===== config.mk =====
export PLATFORM = sky130hd
export DESIGN_NAME = bcvc_top
export DESIGN_NICKNAME = d
export VERILOG_FILES = /design/src/bcvc_pkg.sv /design/src/bcvc_top.sv /design/src/bcvc_mode_dec.sv
export SDC_FILE = /design/constraint.sdc
export NUM_CORES = 1
export LEC_CHECK = 0
export BUFFER_PORTS_ARGS = -buffer_cell sky130_fd_sc_hd__buf_4
export CAP_MARGIN = 20
export CORE_MARGIN = 2
export CORE_UTILIZATION = 33
export DETAILED_ROUTE_END_ITERATION = 8
export PLACE_DENSITY = 0.76
export SYNTH_ARGS = -nofsm -noshare
export SYNTH_HDL_FRONTEND = slang
export SYNTH_SLANG_ARGS = --single-unit

===== constraint.sdc =====
create_clock -name i_clk -period 1.7 [get_ports i_clk]
set_input_delay 0.085 -clock i_clk [delete_from_list [all_inputs] [get_ports i_clk]]
set_output_delay 0.085 -clock i_clk [all_outputs]
set_load 0.02 [all_outputs]

===== src/bcvc_pkg.sv =====
// Purpose: constants for the boot configuration vector capture block
// Assumes: 32-bit apb register bus, core clock 200 MHz
// Notes:   offsets and field positions are collected here
package bcvc_pkg;

  // -------------------------------------------------------------------
  // register map
  // -------------------------------------------------------------------
  localparam logic [11:0] BCVC_ADDR_STATUS   = 12'h000;
  localparam logic [11:0] BCVC_ADDR_CONTROL  = 12'h004;
  localparam logic [11:0] BCVC_ADDR_OVERRIDE = 12'h008;
  localparam logic [11:0] BCVC_ADDR_MODE     = 12'h00C;

  // status fields
  localparam int BCVC_ST_CCLK_US = 0;
  localparam int BCVC_ST_CCLK_DS = 1;
  localparam int BCVC_ST_SLOW    = 2;
  localparam int BCVC_ST_HALT    = 3;
  localparam int BCVC_ST_MODE_LO = 4;
  localparam int BCVC_ST_HALTED  = 8;
  localparam int BCVC_ST_INRST   = 9;

  // control fields
  localparam int BCVC_CT_HALT    = 0;
  localparam int BCVC_CT_SOFT_FUNDAMENTAL_RESET_BIT    = 1;

  // override fields (writable only while in reset)
  localparam int BCVC_OV_CCLK_US = 0;
  localparam int BCVC_OV_CCLK_DS = 1;
  localparam int BCVC_OV_HALT    = 2;

  // mode decode fields
  localparam int BCVC_MD_EEPROM  = 0;
  localparam int BCVC_MD_FAILOV  = 1;
  localparam int BCVC_MD_UPPORT2 = 2;
  localparam int BCVC_MD_RSVD    = 3;
  localparam int BCVC_MD_PLLSEL  = 4;

  // -------------------------------------------------------------------
  // timing
  // -------------------------------------------------------------------
  localparam int BCVC_CLK_MHZ     = 200;
  localparam int BCVC_RST_SEQ_NS  = 100;
  localparam int BCVC_RST_SEQ_CYC = (BCVC_RST_SEQ_NS * BCVC_CLK_MHZ
                                     + 999) / 1000;
  localparam logic [7:0] BCVC_SEQ_LAST = 8'(BCVC_RST_SEQ_CYC - 1);

  localparam logic [31:0] BCVC_ZERO = 32'h0000_0000;

endpackage


===== src/bcvc_top.sv =====
// Purpose: capture, hold and report the boot configuration vector
// Assumes: straps synchronous to i_clk; apb slave with zero wait
// Notes:   i_rst_n is the fundamental reset input of the device
`timescale 1ns/1ps

module bcvc_top
  import bcvc_pkg::*;
(
  input  wire logic        i_clk,          // core clock
  input  wire logic        i_rst_n,        // fundamental reset, low
  input  wire logic        i_cclk_us,      // upstream common clock strap
  input  wire logic        i_cclk_ds,      // downstream common clock strap
  input  wire logic        i_slow,         // master bus slow strap
  input  wire logic        i_halt,         // reset halt strap
  input  wire logic [3:0]  i_mode,         // operating mode strap
  input  wire logic        i_ee_wr,        // eeprom override write strobe
  input  wire logic [31:0] i_ee_addr,      // eeprom write address
  input  wire logic [31:0] i_ee_data,      // eeprom write data
  input  wire logic        psel,           // apb select
  input  wire logic        penable,        // apb enable
  input  wire logic        pwrite,         // apb direction
  input  wire logic [31:0] paddr,          // apb address
  input  wire logic [31:0] pwdata,         // apb write data
  output logic [31:0]      prdata,         // apb read data
  output logic             pready,         // apb ready
  output logic             pslverr,        // apb error
  output logic             o_link_rst,     // link protocol reset
  output logic             o_core_rst,     // stacks held in reset
  output logic             o_us_common,    // upstream common clock
  output logic             o_ds_common,    // downstream common clock
  output logic             o_bus_slow,     // master bus at low rate
  output logic             o_eeprom_init,  // eeprom init mode
  output logic             o_failover,     // failover enabled
  output logic             o_upport2,      // port 2 is upstream
  output logic             o_mode_rsvd,    // reserved mode code
  output logic             o_pll_port0     // core clock from port 0 pll
);

  // -------------------------------------------------------------------
  // state
  // -------------------------------------------------------------------
  typedef enum logic [1:0] {
    BCVC_SEQ  = 2'b00,  // reset sequence running
    BCVC_HALT = 2'b01,  // halted, buses alive
    BCVC_RUN  = 2'b10   // normal operation
  } bcvc_phase_t;

  typedef struct packed {
    bcvc_phase_t phase;
    logic        first;     // first cycle after input reset release
    logic [7:0]  cnt;
    logic        us;
    logic        ds;
    logic        slow;
    logic        halt_cfg;  // captured or overridden halt
    logic [3:0]  mode;
    logic [3:0]  cold;      // straps as captured: us, ds, slow, halt
    logic        halt_sts;
    logic        halt_ctl;
    logic [31:0] rdata;
  } bcvc_state_t;

  bcvc_state_t st;
  bcvc_state_t next_st;

  logic dec_ee;
  logic dec_fo;
  logic dec_p2;
  logic dec_rs;

  // one decoder serves both the outputs and the readback
  bcvc_mode_dec u_dec (
    .i_mode     (st.mode),
    .o_eeprom   (dec_ee),
    .o_failover (dec_fo),
    .o_upport2  (dec_p2),
    .o_reserved (dec_rs)
  );

  // -------------------------------------------------------------------
  // helpers
  // -------------------------------------------------------------------
  function automatic logic [31:0] bcvc_bit(input int pos, input logic v);
    logic [31:0] r;
    r = BCVC_ZERO;
    r[pos] = v;
    return r;
  endfunction

  logic        wr_acc;
  logic        rd_acc;
  logic        in_rst;
  logic [11:0] a;

  assign a      = paddr[11:0];
  assign wr_acc = psel & penable & pwrite;
  assign rd_acc = psel & ~penable & ~pwrite;
  assign in_rst = (st.phase == BCVC_SEQ);

  // -------------------------------------------------------------------
  // next state
  // -------------------------------------------------------------------
  always_comb begin
    next_st = st;
    // capture happens only on the first edge after release, never later
    if (st.first) begin
      next_st.first    = 1'b0;
      next_st.us       = i_cclk_us;
      next_st.ds       = i_cclk_ds;
      next_st.slow     = i_slow;
      next_st.halt_cfg = i_halt;
      next_st.mode     = i_mode;
      next_st.cold     = {i_halt, i_slow, i_cclk_ds, i_cclk_us};
      next_st.cnt      = 8'h00;
      next_st.phase    = BCVC_SEQ;
    end

    // overrides only during reset sequence; slow and mode stay fixed
    if (in_rst && !st.first) begin
      if (wr_acc && a == BCVC_ADDR_OVERRIDE) begin
        next_st.us       = pwdata[BCVC_OV_CCLK_US];
        next_st.ds       = pwdata[BCVC_OV_CCLK_DS];
        next_st.halt_cfg = pwdata[BCVC_OV_HALT];
      end
      if (i_ee_wr && i_ee_addr[11:0] == BCVC_ADDR_OVERRIDE) begin
        next_st.us       = i_ee_data[BCVC_OV_CCLK_US];
        next_st.ds       = i_ee_data[BCVC_OV_CCLK_DS];
        next_st.halt_cfg = i_ee_data[BCVC_OV_HALT];
      end
    end

    // reset sequence count up, then halt or run
    case (st.phase)
      BCVC_SEQ: begin
        if (!st.first) begin
          if (st.cnt == BCVC_SEQ_LAST) begin
            if (next_st.halt_cfg) begin
              next_st.phase    = BCVC_HALT;
              next_st.halt_sts = 1'b1;
              next_st.halt_ctl = 1'b1;
            end else begin
              next_st.phase = BCVC_RUN;
            end
          end else begin
            next_st.cnt = st.cnt + 8'h01;
          end
        end
      end
      BCVC_HALT: begin
        if (!st.halt_ctl)
          next_st.phase = BCVC_RUN;
      end
      BCVC_RUN: begin end
      default: next_st.phase = BCVC_SEQ;
    endcase

    // control writes: clearing halt releases, soft_fundamental_reset_bit restarts sequence
    if (wr_acc && a == BCVC_ADDR_CONTROL) begin
      // a clear landing on the halt-entry edge loses to the set
      if (!pwdata[BCVC_CT_HALT] &&
          !(in_rst && next_st.phase == BCVC_HALT))
        next_st.halt_ctl = 1'b0;
      if (pwdata[BCVC_CT_SOFT_FUNDAMENTAL_RESET_BIT]) begin
        next_st.phase    = BCVC_SEQ;
        next_st.cnt      = 8'h00;
        next_st.halt_sts = 1'b0;
        next_st.halt_ctl = 1'b0;
      end
    end
    if (i_ee_wr && i_ee_addr[11:0] == BCVC_ADDR_CONTROL &&
        !i_ee_data[BCVC_CT_HALT] &&
        !(in_rst && next_st.phase == BCVC_HALT))
      next_st.halt_ctl = 1'b0;

    // read data registered in the setup cycle
    next_st.rdata = BCVC_ZERO;
    if (rd_acc) begin
      case (a)
        BCVC_ADDR_STATUS:
          next_st.rdata = 32'(st.cold)
                        | (32'(st.mode) << BCVC_ST_MODE_LO)
                        | bcvc_bit(BCVC_ST_HALTED, st.halt_sts)
                        | bcvc_bit(BCVC_ST_INRST, in_rst);
        BCVC_ADDR_CONTROL:
          next_st.rdata = bcvc_bit(BCVC_CT_HALT, st.halt_ctl);
        BCVC_ADDR_OVERRIDE:
          next_st.rdata = bcvc_bit(BCVC_OV_CCLK_US, st.us)
                        | bcvc_bit(BCVC_OV_CCLK_DS, st.ds)
                        | bcvc_bit(BCVC_OV_HALT, st.halt_cfg);
        BCVC_ADDR_MODE:
          next_st.rdata = bcvc_bit(BCVC_MD_EEPROM, dec_ee)
                        | bcvc_bit(BCVC_MD_FAILOV, dec_fo)
                        | bcvc_bit(BCVC_MD_UPPORT2, dec_p2)
                        | bcvc_bit(BCVC_MD_RSVD, dec_rs)
                        | bcvc_bit(BCVC_MD_PLLSEL, 1'b1);
        default: next_st.rdata = BCVC_ZERO;
      endcase
    end
  end

  // -------------------------------------------------------------------
  // state register
  // -------------------------------------------------------------------
  // input reset clears everything but first, which it sets; capture waits for the release edge
  always_ff @(posedge i_clk or negedge i_rst_n) begin
    if (!i_rst_n) begin
      st          <= '0;
      st.first    <= 1'b1;
      st.phase    <= BCVC_SEQ;
    end else begin
      st <= next_st;
    end
  end

  // -------------------------------------------------------------------
  // outputs
  // -------------------------------------------------------------------
  // zero-wait slave; unmapped addresses read zero with an error
  assign pready  = 1'b1;
  assign pslverr = psel & penable & (a != BCVC_ADDR_STATUS)
                 & (a != BCVC_ADDR_CONTROL) & (a != BCVC_ADDR_OVERRIDE)
                 & (a != BCVC_ADDR_MODE);
  assign prdata  = st.rdata;

  assign o_link_rst    = in_rst;
  assign o_core_rst    = (st.phase != BCVC_RUN);
  assign o_us_common   = st.us;
  assign o_ds_common   = st.ds;
  assign o_bus_slow    = st.slow;
  assign o_eeprom_init = dec_ee;
  assign o_failover    = dec_fo;
  assign o_upport2     = dec_p2;
  assign o_mode_rsvd   = dec_rs;
  assign o_pll_port0   = 1'b1;

endmodule // bcvc_top


===== src/bcvc_mode_dec.sv =====
// Purpose: decode the four-bit operating mode strap
// Assumes: code is already captured and stable
// Notes:   purely combinational
`timescale 1ns/1ps

module bcvc_mode_dec
  import bcvc_pkg::*;
(
  input  wire logic [3:0] i_mode,     // captured mode code
  output logic            o_eeprom,   // eeprom init requested
  output logic            o_failover, // upstream failover on
  output logic            o_upport2,  // port 2 upstream
  output logic            o_reserved  // reserved code
);

  // -------------------------------------------------------------------
  // decode table
  // -------------------------------------------------------------------
  // unlisted codes above b count as reserved too
  always_comb begin
    o_eeprom   = 1'b0;
    o_failover = 1'b0;
    o_upport2  = 1'b0;
    o_reserved = 1'b0;
    case (i_mode)
      4'h0: begin end
      4'h1: o_eeprom = 1'b1;
      4'h8: o_failover = 1'b1;
      4'h9: begin
        o_failover = 1'b1;
        o_eeprom   = 1'b1;
      end
      4'hA, 4'hB: begin
        o_failover = 1'b1;
        o_eeprom   = 1'b1;
        o_upport2  = 1'b1;
      end
      default: o_reserved = 1'b1;
    endcase
  end

endmodule // bcvc_mode_dec


* Yosys cells after proc, flatten, opt, wreduce, memory -nomap -nowiden
Cells that the tools add are included.
** Operators by class
- Equal/unequal tests :: 19
- Reduce and logical (&&, ||, !) cells :: 23
- Add/subtract/negate cells :: 1
- Multiplexer cells :: 33
- Bitwise operators :: 18
** Operators with widths (count)
- $mux 8 :: 5
- $pmux 10 s4 :: 1
- $eq 12x4->1 const B :: 3
- $mux 2 :: 15
- $eq 12x3->1 const B :: 2
- $ne 12x4->1 const B :: 2
- $mux 23 :: 1
- $eq 4x4->1 const B :: 4
- $logic_not 12->1 :: 1
- $ne 12x3->1 const B :: 1
- $reduce_bool 12->1 :: 1
- $logic_and 1x1->1 :: 10
- $mux 10 :: 1
- $or 9x10->10 :: 1
- $mux 1 :: 9
- $or 8x9->9 :: 1
- $add 8x1->8 const B :: 1
- $and 1x1->1 :: 8
- $eq 8x5->1 const B :: 1
- $or 4x8->8 :: 1
- $reduce_or 4->1 :: 2
- $eq 2x1->1 const B :: 3
- $or 2x3->3 :: 2
- $pmux 2 s3 :: 1
- other kinds (11) :: 17
** Storage, ports and cells
- Logic and storage cells :: 106
- Bits of input ports :: 142
- Output and inout port bits :: 44
- Bits in registers :: 57

* Depth between registers and ports, before layout
- Depth after elaboration :: 18
- Depth in mapped cells :: 6
- Depth with buffers taken out :: 5

* Hierarchy
Synthesis repeated with hierarchy kept, for this count alone.
** Second synthesis, totals
- Cells, all modules :: 206
- Area total of the unflattened synthesis :: 2010.7 um^2
** By module, submodules not included
- bcvc_top :: cells an instance 200, sequential area each 852.1 um^2, times used 1, area an instance 1965.6 um^2
- bcvc_mode_dec :: cells an instance 6, sequential area each 0.0 um^2, times used 1, area an instance 45.0 um^2

* Worst setup path after synthesis
No wires, ideal clock.
- Kind :: input -> register
- Start point :: in i_ee_addr[1]
- End point :: reg st[56] in the netlist's numbering
- Slack :: 0.000 ns
- Arrival time :: 1.565 ns
- Stages on the path :: 5
- Required time :: 1.565 ns
- Buffers on the path :: 0
- Cells stage by stage :: or4_4 -> nor4_2 -> nor2_1 -> a211oi_1 -> o32ai_1
** RTL lines
- start: declaration :: line bcvc_top.sv:17 : input wire logic [31:0] i_ee_addr,
- end signal: assignment :: line bcvc_top.sv:211 : st <= next_st;
- end: declaration :: line bcvc_top.sv:63 : bcvc_state_t st;

==> summary by stage <==
Synthesis
Of the synthesized area, sequential elements account for 42.80%. The most used flip-flop cell after synthesis is sky130_fd_sc_hd__dfrtp_1. The number of warnings printed during yosys synthesis is 0. In this run the cell area of the synthesized design comes to 1991 um2. The mean cell area of the mapped netlist is just under 10 um2. The post-synthesis cell count is 202. The async set or reset register ratio after synthesis is 100.0%. The number of synthesized register bits is 34. The synthesized design contains 0 enable-type register cells. The number of distinct library cells after synthesis is between 40 and 50.

Detailed routing
The final layout contains routed wiring with a total length of between 4000 and 5000 um. The total number of vias is 1646. After the first detailed-routing iteration, the DRC count stood at 92. After detailed routing, the average wire length per cell comes to roughly 12 um. For this run, design rule violations remaining after detail routing come to 0.

Before antenna repair, the detailed router went through 4 iterations. The detail route stage leaves a number of antenna-violating nets equal to 0. Using the TritonRoute via totals, the vias-per-cell ratio works out to 4.744.

CTS
After clock tree synthesis, the clock-pin slew on the worst setup and hold paths is around 0.070 ns. The TritonCTS sink count is 34. The maximum level of the CTS H-tree is 2. The cell sitting at the root of the clock tree is a sky130_fd_sc_hd__clkbuf_8. The source-to-sink clock delay at the later pin of the worst-skew pair is roughly 0.28 ns. Counting the buffers created by CTS gives 5. TritonCTS built the clock tree. The number of buffers on the longest clock path is 2.

STA
The post-layout minimum cycle time is between 1.5 and 2 ns. In the finished design, the share of the clock period the worst path needs comes to a little over 90%. The number of max-slew violations in the final report is 0. Derived from the worst setup path, the maximum achievable clock frequency is about 630 MHz. The total of endpoints with negative setup slack in the final report is 0.

The number of endpoints with negative hold slack in the final report is 0. Setup repair after global routing could not meet its margin everywhere. The clock skew after layout is about 0.0057 ns.

Setup slack on the critical path of the routed design comes to roughly 0.12 ns.

Power
The reported leakage power is about 0.0013 uW. IR analysis of the VDD net gives a maximum drop of around 0.37 mV. The switching power is approximately 470 uW.

The internal power of the cells totals 1280 uW. The proportion of total power due to net switching is a little over a quarter. The total power is about 1800 uW. Dividing total power by cell area gives a power density of just under 700 nW/um2. Sequential cells burn 49.8% of the power. The clock network accounts for approximately a third of the total power.

The combinational cell fraction of total power is between 10% and 20%.

Job
The number of max-capacitance violations reported is 0.

Global route
The number of antenna violations at the first check in global routing is 0. The number of global-route vias before repair is 1562. The first global-routing pass estimated between 6000 and 7000 um of wire. In the global route stage, overall resource usage came out at approximately 13%. The maximum number of pins on one net before global-route repair is 35.

The leftover overflow at the end of global routing is 0.

Setup path
The data arrival time of the critical path is 1.77 ns. For the worst setup path, the data required time is around 1.9 ns. Along the worst path, the maximum fanout reaches 3.

STA classifies the critical path endpoint as a flop. The worst setup path is launched from an input port. The worst setup path is of the input port to flop kind.

Status
The flow ran to the end, and the final reports show no timing, DRC or antenna violations.

Die
The vertical die dimension is slightly above 80 um. The placeable core region is 5886 um2. The area of the die is approximately 6700 um2. The site row count is 28. The initial utilization of the core area, before any placement, comes to between 30% and 40%. The die width is 81.67 um.

The number of I/O pins is 186.

Placed design
The count of input and output buffers is 63. The HPWL after detailed placement is between 3000 and 4000 um. The post-placement worst setup slack is -0.1770 ns. Routability-driven placement finished with a final weighted congestion of roughly 0.82.

Worst hold path
The path class of the tightest hold or removal check is input port to flop.

Layout
The antenna diode instance count is 0. The share of cells above drive strength 1 is between 30 and 40%. The area growth from synthesis to layout is 30.86%. The number of fill cells in the layout is slightly below 600. Once layout is complete, the utilization of the core stands at between 40% and 50%. The number of nets at the end of the flow is between 400 and 500.
-- layer usage --
metal	vias to the layer above	GRT usage (%)	part of all wire, %
li1	793	-	-
met1	773	16.68	42
met2	76	22.95	48
met3	4	3.516	8.2
met4	0	4.000	1.2
met5	-	0	0
-- repair_timing --
action | in CTS | in global routing
setup buffers | 0 | 0
gates resized for setup | 1 | 5
hold buffers | 1 | 0
endpoints found under the setup margin | 1 | 5
hold endpoints to repair | 33 | 0
pin swaps | 0 | 0
-- worst max-delay path: stages --
cell and delay [ns]:
sky130_fd_sc_hd__buf_4 0.11, sky130_fd_sc_hd__or4_4 0.55, sky130_fd_sc_hd__or4_4 0.54, sky130_fd_sc_hd__nor3_2 0.20, sky130_fd_sc_hd__a211oi_1 0.06, sky130_fd_sc_hd__o32ai_1 0.23
-- cells by family after synthesis --
group                      after synthesis  share of synthesized area, %
buffers and inverters                   43                         14.52
and+or+nand+nor                         80                         22.94
AOI/OAI and AO/OA                       21                         7.417
muxes                                   15                         8.674
xor gates and xnor gates                 6                         2.640
other                                    2                        0.3773
DFF                                     34                         42.80
adders and majority gates                1                        0.6284
-- registers in the layout, summed over array words and instances, names as in the netlist --
| name | count |
|---|---|
| prdata | 10 |
| o_ds_common | 1 |
| st | 22 |
| o_us_common | 1 |
-- path summary, 6_finish.rpt --
check                              startpoint            endpoint  slack, ns  depth (start not counted)
max in group asynchronous             i_rst_n    st[54]$_DFF_PN1_       1.09                          2
min                                    i_slow  st[36]$_DFFE_PN0P_       0.03                          2
min reg2reg                st[35]$_DFFE_PN0P_  st[35]$_DFFE_PN0P_       0.51                          1
max                              i_ee_addr[1]    st[56]$_DFF_PN0_       0.12                          6
min in group asynchronous             i_rst_n  st[35]$_DFFE_PN0P_       0.27                          2
max reg2reg                  st[54]$_DFF_PN1_    st[55]$_DFF_PN0_       0.13                          4
-- per-stage QoR --
stage	setup TNS, ns	cells	hold WS [ns]	cell area, um2
detailed placement	-0.7369	339	0.05580	2495
global placement	-0.6162	339	0.05012	2495
floorplan	0	225	-0.2106	2086
global route	-0.01377	347	0.02796	2605
finish	0	347	0.03022	2605
CTS	0	347	0.02368	2587
-- cells in the mapped netlist (2+ instances only) --
library cell	count	share of area (%)
sky130_fd_sc_hd__nor2_1	25	4.7
sky130_fd_sc_hd__nor3_1	5	1.3
sky130_fd_sc_hd__nor2b_1	3	0.94
sky130_fd_sc_hd__xor2_1	4	1.8
sky130_fd_sc_hd__conb_1	2	0.38
sky130_fd_sc_hd__and3_1	5	1.6
sky130_fd_sc_hd__a21oi_1	4	1.0
sky130_fd_sc_hd__and2_1	4	1.3
sky130_fd_sc_hd__clkbuf_1	5	0.94
sky130_fd_sc_hd__mux2i_1	6	3.0
sky130_fd_sc_hd__a22oi_1	3	1.1
sky130_fd_sc_hd__o22ai_1	3	0.94
sky130_fd_sc_hd__or2_2	2	0.63
sky130_fd_sc_hd__mux2_2	8	4.5
sky130_fd_sc_hd__nor4b_1	2	0.88
sky130_fd_sc_hd__a211oi_1	2	0.75
sky130_fd_sc_hd__dfrtp_1	33	41
sky130_fd_sc_hd__or4_4	2	1.1
sky130_fd_sc_hd__nand4_1	5	1.6
sky130_fd_sc_hd__buf_4	34	13
sky130_fd_sc_hd__inv_1	3	0.57
sky130_fd_sc_hd__nor4_1	4	1.3
sky130_fd_sc_hd__xnor2_1	2	0.88
sky130_fd_sc_hd__nand3_1	5	1.3
sky130_fd_sc_hd__nand2_1	7	1.3
sky130_fd_sc_hd__a31oi_1	3	0.94
sky130_fd_sc_hd__nand2b_1	2	0.63
-- power by group through the flow --
stage	Clock, uW	Combinational, uW	Sequential, uW
2_1_floorplan	0	208	886
3_3_place_gp	0	324	886
3_5_place_dp	0	332	888
4_1_cts	568	334	873
5_1_grt	605	367	876
6_report	550	331	873
-- layout by cell type, fill, tap and decap left out, types with 2 or more instances in the layout --
master / count
sky130_fd_sc_hd__nand2b_1: 2
sky130_fd_sc_hd__a31oi_1: 3
sky130_fd_sc_hd__mux2i_1: 6
sky130_fd_sc_hd__buf_4: 79
sky130_fd_sc_hd__nor2b_1: 3
sky130_fd_sc_hd__and2_1: 4
sky130_fd_sc_hd__a211oi_1: 2
sky130_fd_sc_hd__clkbuf_8: 5
sky130_fd_sc_hd__nor2_1: 24
sky130_fd_sc_hd__or2_2: 2
sky130_fd_sc_hd__dfrtp_1: 32
sky130_fd_sc_hd__nor3_1: 5
sky130_fd_sc_hd__a22oi_1: 3
sky130_fd_sc_hd__conb_1: 25
sky130_fd_sc_hd__clkbuf_1: 2
sky130_fd_sc_hd__nand3_1: 5
sky130_fd_sc_hd__inv_1: 3
sky130_fd_sc_hd__xnor2_1: 2
sky130_fd_sc_hd__mux2_2: 8
sky130_fd_sc_hd__or4_4: 2
sky130_fd_sc_hd__a21oi_1: 4
sky130_fd_sc_hd__and3_1: 4
sky130_fd_sc_hd__nand2_1: 7
sky130_fd_sc_hd__nor4_1: 4
sky130_fd_sc_hd__o22ai_1: 3
sky130_fd_sc_hd__xor2_1: 4
sky130_fd_sc_hd__nand4_1: 5
-- layout make-up --
type / count / area [um2] / area share, %
repair buffers: 80 / 603.1 / 23.15
multi-input cells: 148 / 967.2 / 37.13
inverters: 3 / 11.26 / 0.4323
flip-flops and latches: 34 / 853.3 / 32.76
well taps: 75 / 93.84 / 3.602
clock buffers: 7 / 76.32 / 2.930
Power figures use the tool's default switching activity.
